$ cat src/hw/lcts_pkg.sv
// Package of constants and carrier types for the timeslot and pulse configuration block
package lcts_pkg;
    localparam logic [4:0] LCTS_ADDR_SECOND_SEL = 5'h19;
    localparam logic [4:0] LCTS_ADDR_THIRD_SEL = 5'h1A;
    localparam logic [4:0] LCTS_ADDR_PHASE_ONE = 5'h1B;
    localparam logic [4:0] LCTS_ADDR_PHASE_TWO = 5'h1C;
    localparam logic [4:0] LCTS_ADDR_PHASE_THREE = 5'h1D;
    localparam int LCTS_SEL_EN_BIT = 7;
    localparam int LCTS_CH_LSB = 0;
    localparam int LCTS_CH_W = 5;
    localparam int LCTS_LEVEL_W = 7;
    localparam int LCTS_SIGN_BIT = 6;
    localparam int LCTS_MAG_W = 6;
    localparam int LCTS_CPL_BIT = 3;
    localparam logic [4:0] LCTS_LAST_SLOT = 5'h17;
    localparam logic [7:0] LCTS_REG_RESET = 8'h00;
    localparam int LCTS_SLOT_BITS = 8;
    localparam int LCTS_SYNC_STAGES = 2;

    typedef struct packed {
        logic enable;
        logic [LCTS_CH_W-1:0] channel;
    } lcts_sel_s;

    typedef struct packed {
        logic sign;
        logic [LCTS_MAG_W-1:0] magnitude;
    } lcts_level_s;

    typedef struct packed {
        logic wr;
        logic rd;
        logic [4:0] addr;
        logic [7:0] wdata;
    } lcts_host_s;

    typedef enum logic [1:0] {
        PHASE_IDLE,
        PHASE_ONE,
        PHASE_TWO,
        PHASE_THREE
    } lcts_phase_e;
endpackage

$ cat src/hw/lcts_top.sv
// Link controller timeslot selection and custom transmit pulse configuration
// What this block does
// - Selector bit 7 high attaches second link controller; low detaches it.
// - Selector bit 7 high attaches third link controller; low detaches it.
// - Bits 4-0 of each selector hold the timeslot channel number.
// - Channel 0 is the first timeslot; only 0 to 23 are usable.
// - In the chosen slot, transmit data comes from the controller, not serial input.
// - Receive slot data goes to the controller from line, before elastic buffer.
// - First pulse register bits 6-0 set drive level in first mark phase.
// - Second pulse register bits 6-0 set drive level in second mark phase.
// - Third pulse register bits 6-0 set drive level in third mark phase.
// - Larger magnitude in bits 5-0 gives larger transmitted amplitude.
// - Pulse levels drive the line only while the enable bit 3 is high; here the custom_pulse_enable pin gates them instead.
// - Top bit is sign, 1 positive; low six bits magnitude, 0.1 V steps.
module lcts_top
    import lcts_pkg::*;
#(
    parameter int SLOTS = 24
) (
    input wire logic core_clk,
    input wire logic nrst,
    input wire logic hostWr,
    input wire logic hostRd,
    input wire logic [4:0] hostAddr,
    input wire logic [7:0] hostWdata,
    output logic [7:0] hostRdata_q,
    input wire logic custom_pulse_enable,
    input wire logic bitStrobe,
    input wire logic frameStart,
    input wire logic serial_data_in,
    output logic txLineBit_q,
    input wire logic rxLineBit,
    input wire logic ctrlSecondTxBit,
    input wire logic ctrlThirdTxBit,
    output logic ctrlSecondTxReq_q,
    output logic ctrlThirdTxReq_q,
    output logic rxSlotValid_q,
    input wire logic rxSlotReady,
    output logic [1:0] rxSlotData_q,
    output logic [1:0] rxSlotDest_q,
    input wire logic markPhaseValid,
    input wire logic [1:0] markPhase,
    output logic [LCTS_LEVEL_W-1:0] driveLevel_q,
    output logic driveCustom_q
);
    lcts_sel_s secondSel;
    lcts_sel_s thirdSel;
    logic [4:0] wrHit;
    logic [7:0] secondRaw_q;
    logic [7:0] thirdRaw_q;
    logic [7:0] phaseOne_q;
    logic [7:0] phaseTwo_q;
    logic [7:0] phaseThree_q;
    logic [4:0] slot_q;
    logic [2:0] bitCnt_q;
    logic [4:0] pinsSync;
    logic strobeS;
    logic frameS;
    logic txInS;
    logic rxInS;
    logic cplS;
    logic inSecond;
    logic inThird;
    logic bufInValid;
    logic [3:0] bufInData;
    logic bufOutValid;
    logic [3:0] bufOutData;
    logic bufPop;
    lcts_phase_e phase;

    // Slot match for an attached controller
    function automatic logic slotHit(input lcts_sel_s sel, input logic [4:0] slot);
        slotHit = sel.enable && (sel.channel == slot) && (sel.channel <= LCTS_LAST_SLOT);
    endfunction

    // Sign and magnitude of a stored pulse word
    function automatic lcts_level_s levelOf(input logic [7:0] raw);
        levelOf = lcts_level_s'(raw[LCTS_LEVEL_W-1:0]);
    endfunction

    lcts_sync #(
        .WIDTH(5)
    ) u_sync (
        .core_clk(core_clk),
        .nrst(nrst),
        .din({bitStrobe, frameStart, serial_data_in, rxLineBit, custom_pulse_enable}),
        .dout(pinsSync)
    );

    assign {strobeS, frameS, txInS, rxInS, cplS} = pinsSync;

    // Host address to one-hot register select, zero when unmapped
    function automatic logic [4:0] regHit(input logic [4:0] addr);
        case (addr)
            LCTS_ADDR_SECOND_SEL: regHit = 5'h01;
            LCTS_ADDR_THIRD_SEL: regHit = 5'h02;
            LCTS_ADDR_PHASE_ONE: regHit = 5'h04;
            LCTS_ADDR_PHASE_TWO: regHit = 5'h08;
            LCTS_ADDR_PHASE_THREE: regHit = 5'h10;
            default: regHit = 5'h00;
        endcase
    endfunction

    assign wrHit = hostWr ? regHit(hostAddr) : 5'h00;

    always_ff @(posedge core_clk or negedge nrst) begin
        if (!nrst) begin
            secondRaw_q <= LCTS_REG_RESET;
        end else if (wrHit[0]) begin
            secondRaw_q <= hostWdata;
        end
    end

    always_ff @(posedge core_clk or negedge nrst) begin
        if (!nrst) begin
            thirdRaw_q <= LCTS_REG_RESET;
        end else if (wrHit[1]) begin
            thirdRaw_q <= hostWdata;
        end
    end

    always_ff @(posedge core_clk or negedge nrst) begin
        if (!nrst) begin
            phaseOne_q <= LCTS_REG_RESET;
        end else if (wrHit[2]) begin
            phaseOne_q <= hostWdata;
        end
    end

    always_ff @(posedge core_clk or negedge nrst) begin
        if (!nrst) begin
            phaseTwo_q <= LCTS_REG_RESET;
        end else if (wrHit[3]) begin
            phaseTwo_q <= hostWdata;
        end
    end

    always_ff @(posedge core_clk or negedge nrst) begin
        if (!nrst) begin
            phaseThree_q <= LCTS_REG_RESET;
        end else if (wrHit[4]) begin
            phaseThree_q <= hostWdata;
        end
    end

    assign secondSel.enable = secondRaw_q[LCTS_SEL_EN_BIT];
    assign secondSel.channel = secondRaw_q[LCTS_CH_LSB +: LCTS_CH_W];
    assign thirdSel.enable = thirdRaw_q[LCTS_SEL_EN_BIT];
    assign thirdSel.channel = thirdRaw_q[LCTS_CH_LSB +: LCTS_CH_W];

    always_ff @(posedge core_clk or negedge nrst) begin
        if (!nrst) begin
            hostRdata_q <= 8'h00;
        end else if (hostRd) begin
            case (hostAddr)
                LCTS_ADDR_SECOND_SEL: hostRdata_q <= secondRaw_q;
                LCTS_ADDR_THIRD_SEL: hostRdata_q <= thirdRaw_q;
                LCTS_ADDR_PHASE_ONE: hostRdata_q <= phaseOne_q;
                LCTS_ADDR_PHASE_TWO: hostRdata_q <= phaseTwo_q;
                LCTS_ADDR_PHASE_THREE: hostRdata_q <= phaseThree_q;
                default: hostRdata_q <= 8'h00;
            endcase
        end
    end

    // timeslot counter, zero at frame start
    always_ff @(posedge core_clk or negedge nrst) begin
        if (!nrst) begin
            slot_q <= 5'h00;
            bitCnt_q <= 3'h0;
        end else if (frameS) begin
            // Strobe with frame start is bit 0 of slot 0
            slot_q <= 5'h00;
            bitCnt_q <= strobeS ? 3'h1 : 3'h0;
        end else if (strobeS) begin
            bitCnt_q <= bitCnt_q + 3'h1;
            if (bitCnt_q == 3'(LCTS_SLOT_BITS - 1)) begin
                slot_q <= (slot_q == 5'(SLOTS - 1)) ? 5'h00 : slot_q + 5'h01;
            end
        end
    end

    assign inSecond = slotHit(secondSel, slot_q);
    assign inThird = slotHit(thirdSel, slot_q);

    always_ff @(posedge core_clk or negedge nrst) begin
        if (!nrst) begin
            txLineBit_q <= 1'b0;
        end else if (strobeS) begin
            if (inSecond) begin
                txLineBit_q <= ctrlSecondTxBit;
            end else if (inThird) begin
                txLineBit_q <= ctrlThirdTxBit;
            end else begin
                txLineBit_q <= txInS;
            end
        end
    end

    always_ff @(posedge core_clk or negedge nrst) begin
        if (!nrst) begin
            ctrlSecondTxReq_q <= 1'b0;
        end else begin
            ctrlSecondTxReq_q <= strobeS && inSecond;
        end
    end

    // third controller yields a shared slot
    always_ff @(posedge core_clk or negedge nrst) begin
        if (!nrst) begin
            ctrlThirdTxReq_q <= 1'b0;
        end else begin
            ctrlThirdTxReq_q <= strobeS && inThird && !inSecond;
        end
    end

    // receive tap ahead of the elastic buffer
    assign bufInValid = strobeS && (inSecond || inThird);
    assign bufInData = {inThird, inSecond, rxInS, rxInS};
    assign bufPop = bufOutValid && (!rxSlotValid_q || rxSlotReady);

    lcts_skid #(
        .WIDTH(4)
    ) u_skid (
        .core_clk(core_clk),
        .nrst(nrst),
        .inValid(bufInValid),
        .inReady(),
        .inData(bufInData),
        .outValid(bufOutValid),
        .outReady(!rxSlotValid_q || rxSlotReady),
        .outData(bufOutData)
    );

    always_ff @(posedge core_clk or negedge nrst) begin
        if (!nrst) begin
            rxSlotValid_q <= 1'b0;
            rxSlotData_q <= 2'b00;
            rxSlotDest_q <= 2'b00;
        end else if (bufPop) begin
            rxSlotValid_q <= 1'b1;
            rxSlotData_q <= bufOutData[1:0];
            rxSlotDest_q <= bufOutData[3:2];
        end else if (rxSlotReady) begin
            rxSlotValid_q <= 1'b0;
        end
    end

    always_comb begin
        case (markPhase)
            2'd0: phase = PHASE_ONE;
            2'd1: phase = PHASE_TWO;
            2'd2: phase = PHASE_THREE;
            default: phase = PHASE_IDLE;
        endcase
    end

    always_ff @(posedge core_clk or negedge nrst) begin
        if (!nrst) begin
            driveLevel_q <= '0;
            driveCustom_q <= 1'b0;
        end else if (!cplS || !markPhaseValid) begin
            driveLevel_q <= '0;
            driveCustom_q <= 1'b0;
        end else begin
            // level passed as sign and magnitude
            case (phase)
                PHASE_ONE: begin
                    driveLevel_q <= levelOf(phaseOne_q);
                    driveCustom_q <= 1'b1;
                end
                PHASE_TWO: begin
                    driveLevel_q <= levelOf(phaseTwo_q);
                    driveCustom_q <= 1'b1;
                end
                PHASE_THREE: begin
                    driveLevel_q <= levelOf(phaseThree_q);
                    driveCustom_q <= 1'b1;
                end
                default: begin
                    driveLevel_q <= '0;
                    driveCustom_q <= 1'b0;
                end
            endcase
        end
    end
endmodule

$ cat src/hw/lcts_sync.sv
// Two-stage synchroniser for pin inputs
module lcts_sync
    import lcts_pkg::*;
#(
    parameter int WIDTH = 1
) (
    input wire logic core_clk,
    input wire logic nrst,
    input wire logic [WIDTH-1:0] din,
    output logic [WIDTH-1:0] dout
);
    logic [WIDTH-1:0] meta_q;

    always_ff @(posedge core_clk or negedge nrst) begin
        if (!nrst) begin
            meta_q <= '0;
            dout <= '0;
        end else begin
            meta_q <= din;
            dout <= meta_q;
        end
    end
endmodule

$ cat src/hw/lcts_skid.sv
// Two-entry buffer with valid and ready on both sides
module lcts_skid
    import lcts_pkg::*;
#(
    parameter int WIDTH = 1
) (
    input wire logic core_clk,
    input wire logic nrst,
    input wire logic inValid,
    output logic inReady,
    input wire logic [WIDTH-1:0] inData,
    output logic outValid,
    input wire logic outReady,
    output logic [WIDTH-1:0] outData
);
    logic [WIDTH-1:0] mem_q [2];
    logic wrPtr_q;
    logic rdPtr_q;
    logic [1:0] count_q;
    logic push;
    logic pop;

    assign push = inValid && inReady;
    assign pop = outValid && outReady;
    assign inReady = (count_q != 2'd2);
    assign outValid = (count_q != 2'd0);
    assign outData = mem_q[rdPtr_q];

    always_ff @(posedge core_clk or negedge nrst) begin
        if (!nrst) begin
            mem_q[0] <= '0;
            mem_q[1] <= '0;
            wrPtr_q <= 1'b0;
            rdPtr_q <= 1'b0;
            count_q <= 2'd0;
        end else begin
            if (push) begin
                mem_q[wrPtr_q] <= inData;
                wrPtr_q <= ~wrPtr_q;
            end
            if (pop) begin
                rdPtr_q <= ~rdPtr_q;
            end
            count_q <= count_q + {1'b0, push} - {1'b0, pop};
        end
    end
endmodule

$ cat config.mk
export PLATFORM = sky130hd
export DESIGN_NAME = lcts_top
export DESIGN_NICKNAME = d
export VERILOG_FILES = /design/src/hw/lcts_pkg.sv /design/src/hw/lcts_top.sv /design/src/hw/lcts_sync.sv /design/src/hw/lcts_skid.sv
export SDC_FILE = /design/constraint.sdc
export NUM_CORES = 1
export LEC_CHECK = 0
export ABC_AREA = 1
export BUFFER_PORTS_ARGS = -buffer_cell sky130_fd_sc_hd__clkbuf_2
export CORE_MARGIN = 8
export CORE_UTILIZATION = 48
export DETAILED_ROUTE_END_ITERATION = 10
export PLACE_DENSITY = 0.75
export SLEW_MARGIN = 40
export SYNTH_ARGS = -nofsm -noshare
export SYNTH_HDL_FRONTEND = slang
export SYNTH_SLANG_ARGS = --single-unit
export TNS_END_PERCENT = 5
$ cat constraint.sdc
create_clock -name core_clk -period 1.66 [get_ports core_clk]
set_clock_uncertainty 0.05 [all_clocks]
set_input_delay 0.166 -clock core_clk [delete_from_list [all_inputs] [get_ports core_clk]]
set_output_delay 0.166 -clock core_clk [all_outputs]
set_load 0.02 [all_outputs]
==> results.py <==
metrics = {
    "sta": {
        "layout_min_cycle_time_ps": 1570,
        "max-slew-margin-rel_pct": 62.5,
        "min_period_over_period_pct": 94.5,
        "slew_violations": 0,
        "tightest_slew_ps": 560,
        "fmax_ghz": 0.637,
        "worst_slack_ps": 91.4,
        "hold_viol_final": 0,
        "setup_violations": 0,
    },
    "place": {
        "post-place-ws_ps": 93.6,
        "place.gp.congestion": 0.947,
        "dpl_cell_area_um2": 4520,
        "dp_hpwl_um": 6880,
        "port_buffers": 51,
        "placed_cells": 644,
    },
    "final_layout": {
        "finalNetCount": 601,
        "fin_cells": 681,
        "syn_to_final_growth_pct": 18.9,
        "fillCellCount": 751,
        "drive_above_1_share_pct": 18.5,
        "diodes": 0,
        "final_cell_area_um2": 4930,
    },
    "clock_network": {
        "cts_max_level": 3,
        "clk_path_buf_depth": 2,
        "cts_root_buffer": "clkbuf_8",
        "clk_latency_ps": 370,
        "cts_tree": "yes",
        "cts_sinks": 91,
        "cts_buffers": 9,
        "path_clk_slew_ps": 100,
    },
    "global_routing": {
        "grt_pass1_wl_um": 15600,
        "first_global_vias": 3344,
        "grt_max_degree": 47,
        "antenna_found_initial": 0,
        "overflow": 0,
        "grt_use_total_pct": 16.8,
    },
    "power": {
        "p_leak_nw": 2.61,
        "p_per_area_nw_per_um2": 1120,
        "worst_ir_drop_vdd_mv": 0.524,
    },
    "synthesis": {
        "ys_seq_area_share_pct": 55.0,
        "syn_area_um2": 4140,
        "postSynthAreaPerCell_um2": 8.50,
        "ys_types": 29,
        "syn-num-nets": 520,
        "synth_seq_cells": 91,
        "synthCells": 487,
        "yosysWarnings": 0,
    },
    "routing": {
        "wl_per_cell_um": 13.9,
        "drc_errors": 0,
        "via_per_inst": 5.05,
        "first_pass_iters": 5,
        "drtAntennaViolNets": 0,
        "via_count": 3441,
        "routed_wl_um": 9460,
        "drt_iter0_drc": 239,
    },
    "die": {
        "coreArea_um2": 8550,
        "die-area_um2": 11900,
        "start_util_pct": 48.4,
        "die_w_um": 109,
        "die_height_um": 109,
        "row_count": 34,
        "ioPinCount": 52,
    },
    "worst_setup_path": {
        "crit_arrival_ps": 1820,
        "ff2ff_setup_slack_ps": 90,
        "cp_top_family": "simple AND/OR/NAND/NOR gates",
        "worstSetupStartpointType": "flop",
        "r2r_end": "u_skid.count_q[1]$_DFF_PN0_",
        "crit_required_ps": 1910,
        "crit_path_frequent_cell": "nand2_1",
        "reg2reg_depth": 10,
        "r2r_start": "slot_q[1]$_DFFE_PN0P_",
        "cp_max_fo": 4,
        "path_cells": "inv_1 > nand2_1 > nand2_1 > nor2_2 > nand4_1 > nand2_1 > nand2_1 > inv_1 > ha_1 > xnor2_1",
        "crit_slowest_cell": "dfrtp_1",
        "slowest_delay_ps": 430,
        "worst-path-buf-inv": 2,
        "end_kind": "flop",
        "worstSetupPathType": "flop to flop",
    },
    "hold_path": {
        "hold_path_end": "txLineBit_q$_DFFE_PN0P_",
        "min_from": "ctrlThirdTxBit",
        "hold_path_depth": 5,
        "min_path_type": "input port to flop",
    },
    "run": {
        "cap_violations": 0,
    },
    "outcome": {
        "status": "completed",
    },
}
-- placed cells by master (no fill, tap or decap), types with 3 or more instances in the layout --
| cell type | n |
|---|---|
| xor2_1 | 3 |
| nor2_1 | 31 |
| nor3_1 | 5 |
| nand3_1 | 14 |
| clkbuf_8 | 10 |
| ha_1 | 5 |
| inv_1 | 57 |
| inv_2 | 4 |
| nand4_1 | 11 |
| a21oi_1 | 4 |
| buf_4 | 10 |
| dfrtp_1 | 89 |
| o21ai_2 | 8 |
| nor2_2 | 5 |
| nand2_1 | 167 |
| o21ai_0 | 51 |
| clkbuf_2 | 50 |
| dlygate4sd3_1 | 17 |
| a31oi_1 | 8 |
-- cell type report --
cell class	instances	area [um^2]	share of cell area [%]
multi-input combinational	327	1580	32.1
tap	108	135	2.74
sequential	91	2280	46.3
inverter	61	229	4.65
clock inverter	6	47.5	0.965
timing repair buffer	78	515	10.5
clock buffer	10	138	2.79
-- cell usage after synthesis, drive strengths merged --
cell,number,area share (%)
nand2,171,16
dfrtp,91,55
inv,61,5.5
o21ai,59,7.9
nor2,38,3.9
nand3,15,1.8
nand4,12,2.0
a31oi,8,1.2
buf,7,1.6
nor3,6,1.0
ha,5,1.5
a21oi,4,0.48
xor2,3,0.63
xnor2,2,0.42
a22oi,1,0.18
clkbuf,1,0.091
nand3b,1,0.48
o2bb2ai,1,0.21
o32ai,1,0.21
-- power by group --
group          total [W]  switching, W  leakage, nW  internal, W
clock            0.00143      0.000830       0.0933     0.000598
sequential       0.00287      0.000270         1.15      0.00260
combinational    0.00123      0.000755         1.36     0.000478
-- logic make-up (layout without fill, tap and decap cells) --
| logic type | Yosys count | count (layout) | synth area share [%] |
|---|---|---|---|
| buf+inv | 69 | 155 | 7.19 |
| fa+ha+maj | 5 | 5 | 1.51 |
| compound gates | 74 | 74 | 10.2 |
| simple gates | 243 | 243 | 25.1 |
| xor+xnor | 5 | 5 | 1.06 |
| flops | 91 | 91 | 55.0 |
-- stage by stage --
step	TNS (ps)	hold WS [ps]	utilization, %	power, W
CTS	0	53.8	57.1	0.00556
floorplan	0	-180	-	0.00367
global placement	0	25.8	52.9	0.00405
detailed placement	0	31.1	52.9	0.00410
finish	0	52.7	57.6	0.00554
global route	-93.1	79.5	57.6	0.00590
-- worst reg2reg max path, stage by stage (launching register included) --
cell and delay, ps:
dfrtp_1 430, inv_1 110, nand2_1 70, nand2_1 60, nor2_2 140, nand4_1 140, nand2_1 120, nand2_1 70
inv_1 70, ha_1 150, xnor2_1 110
-- worst max path at each step --
stage                                  end                 startpoint  cells past startpoint  slack, ps
6_report       u_skid.count_q[1]$_DFF_PN0_      slot_q[1]$_DFFE_PN0P_                     10         90
5_1_grt        u_skid.count_q[1]$_DFF_PN0_      slot_q[1]$_DFFE_PN0P_                     10        -50
4_1_cts        u_skid.count_q[1]$_DFF_PN0_      slot_q[3]$_DFFE_PN0P_                     10         90
3_5_place_dp   u_skid.count_q[0]$_DFF_PN0_      slot_q[3]$_DFFE_PN0P_                      9         90
3_3_place_gp   phaseThree_q[5]$_DFFE_PN0P_                hostAddr[1]                      7        170
2_1_floorplan  u_skid.count_q[1]$_DFF_PN0_  rxSlotValid_q$_DFFE_PN0P_                      9         10
-- metal layers --
| metal | wire length (um) | track usage, % |
|---|---|---|
| met1 | 4120 | 21.7 |
| met2 | 4510 | 26.3 |
| met3 | 651 | 4.43 |
| met4 | 174 | 6.74 |
| met5 | 0 | 0 |
-- what timing repair did --
| item | CTS | global route |
|---|---|---|
| hold buffers | 17 | 0 |
| setup buffers | 0 | 4 |
| resized for setup | 0 | 8 |
| endpoints found under the setup margin | 0 | 9 |
| hold endpoints to repair | 82 | 0 |
-- registers in the layout, summed over array words and instances (netlist names), 2 cells and up --
register,count
hostRdata_q,8
phaseTwo_q,8
u_skid.count_q,2
bitCnt_q,3
thirdRaw_q,8
u_sync.dout,5
u_sync.meta_q,5
rxSlotDest_q,2
secondRaw_q,8
phaseThree_q,8
driveLevel_q,7
phaseOne_q,8
slot_q,5
u_skid.mem_q,6
(Power assumes the default switching activity.)
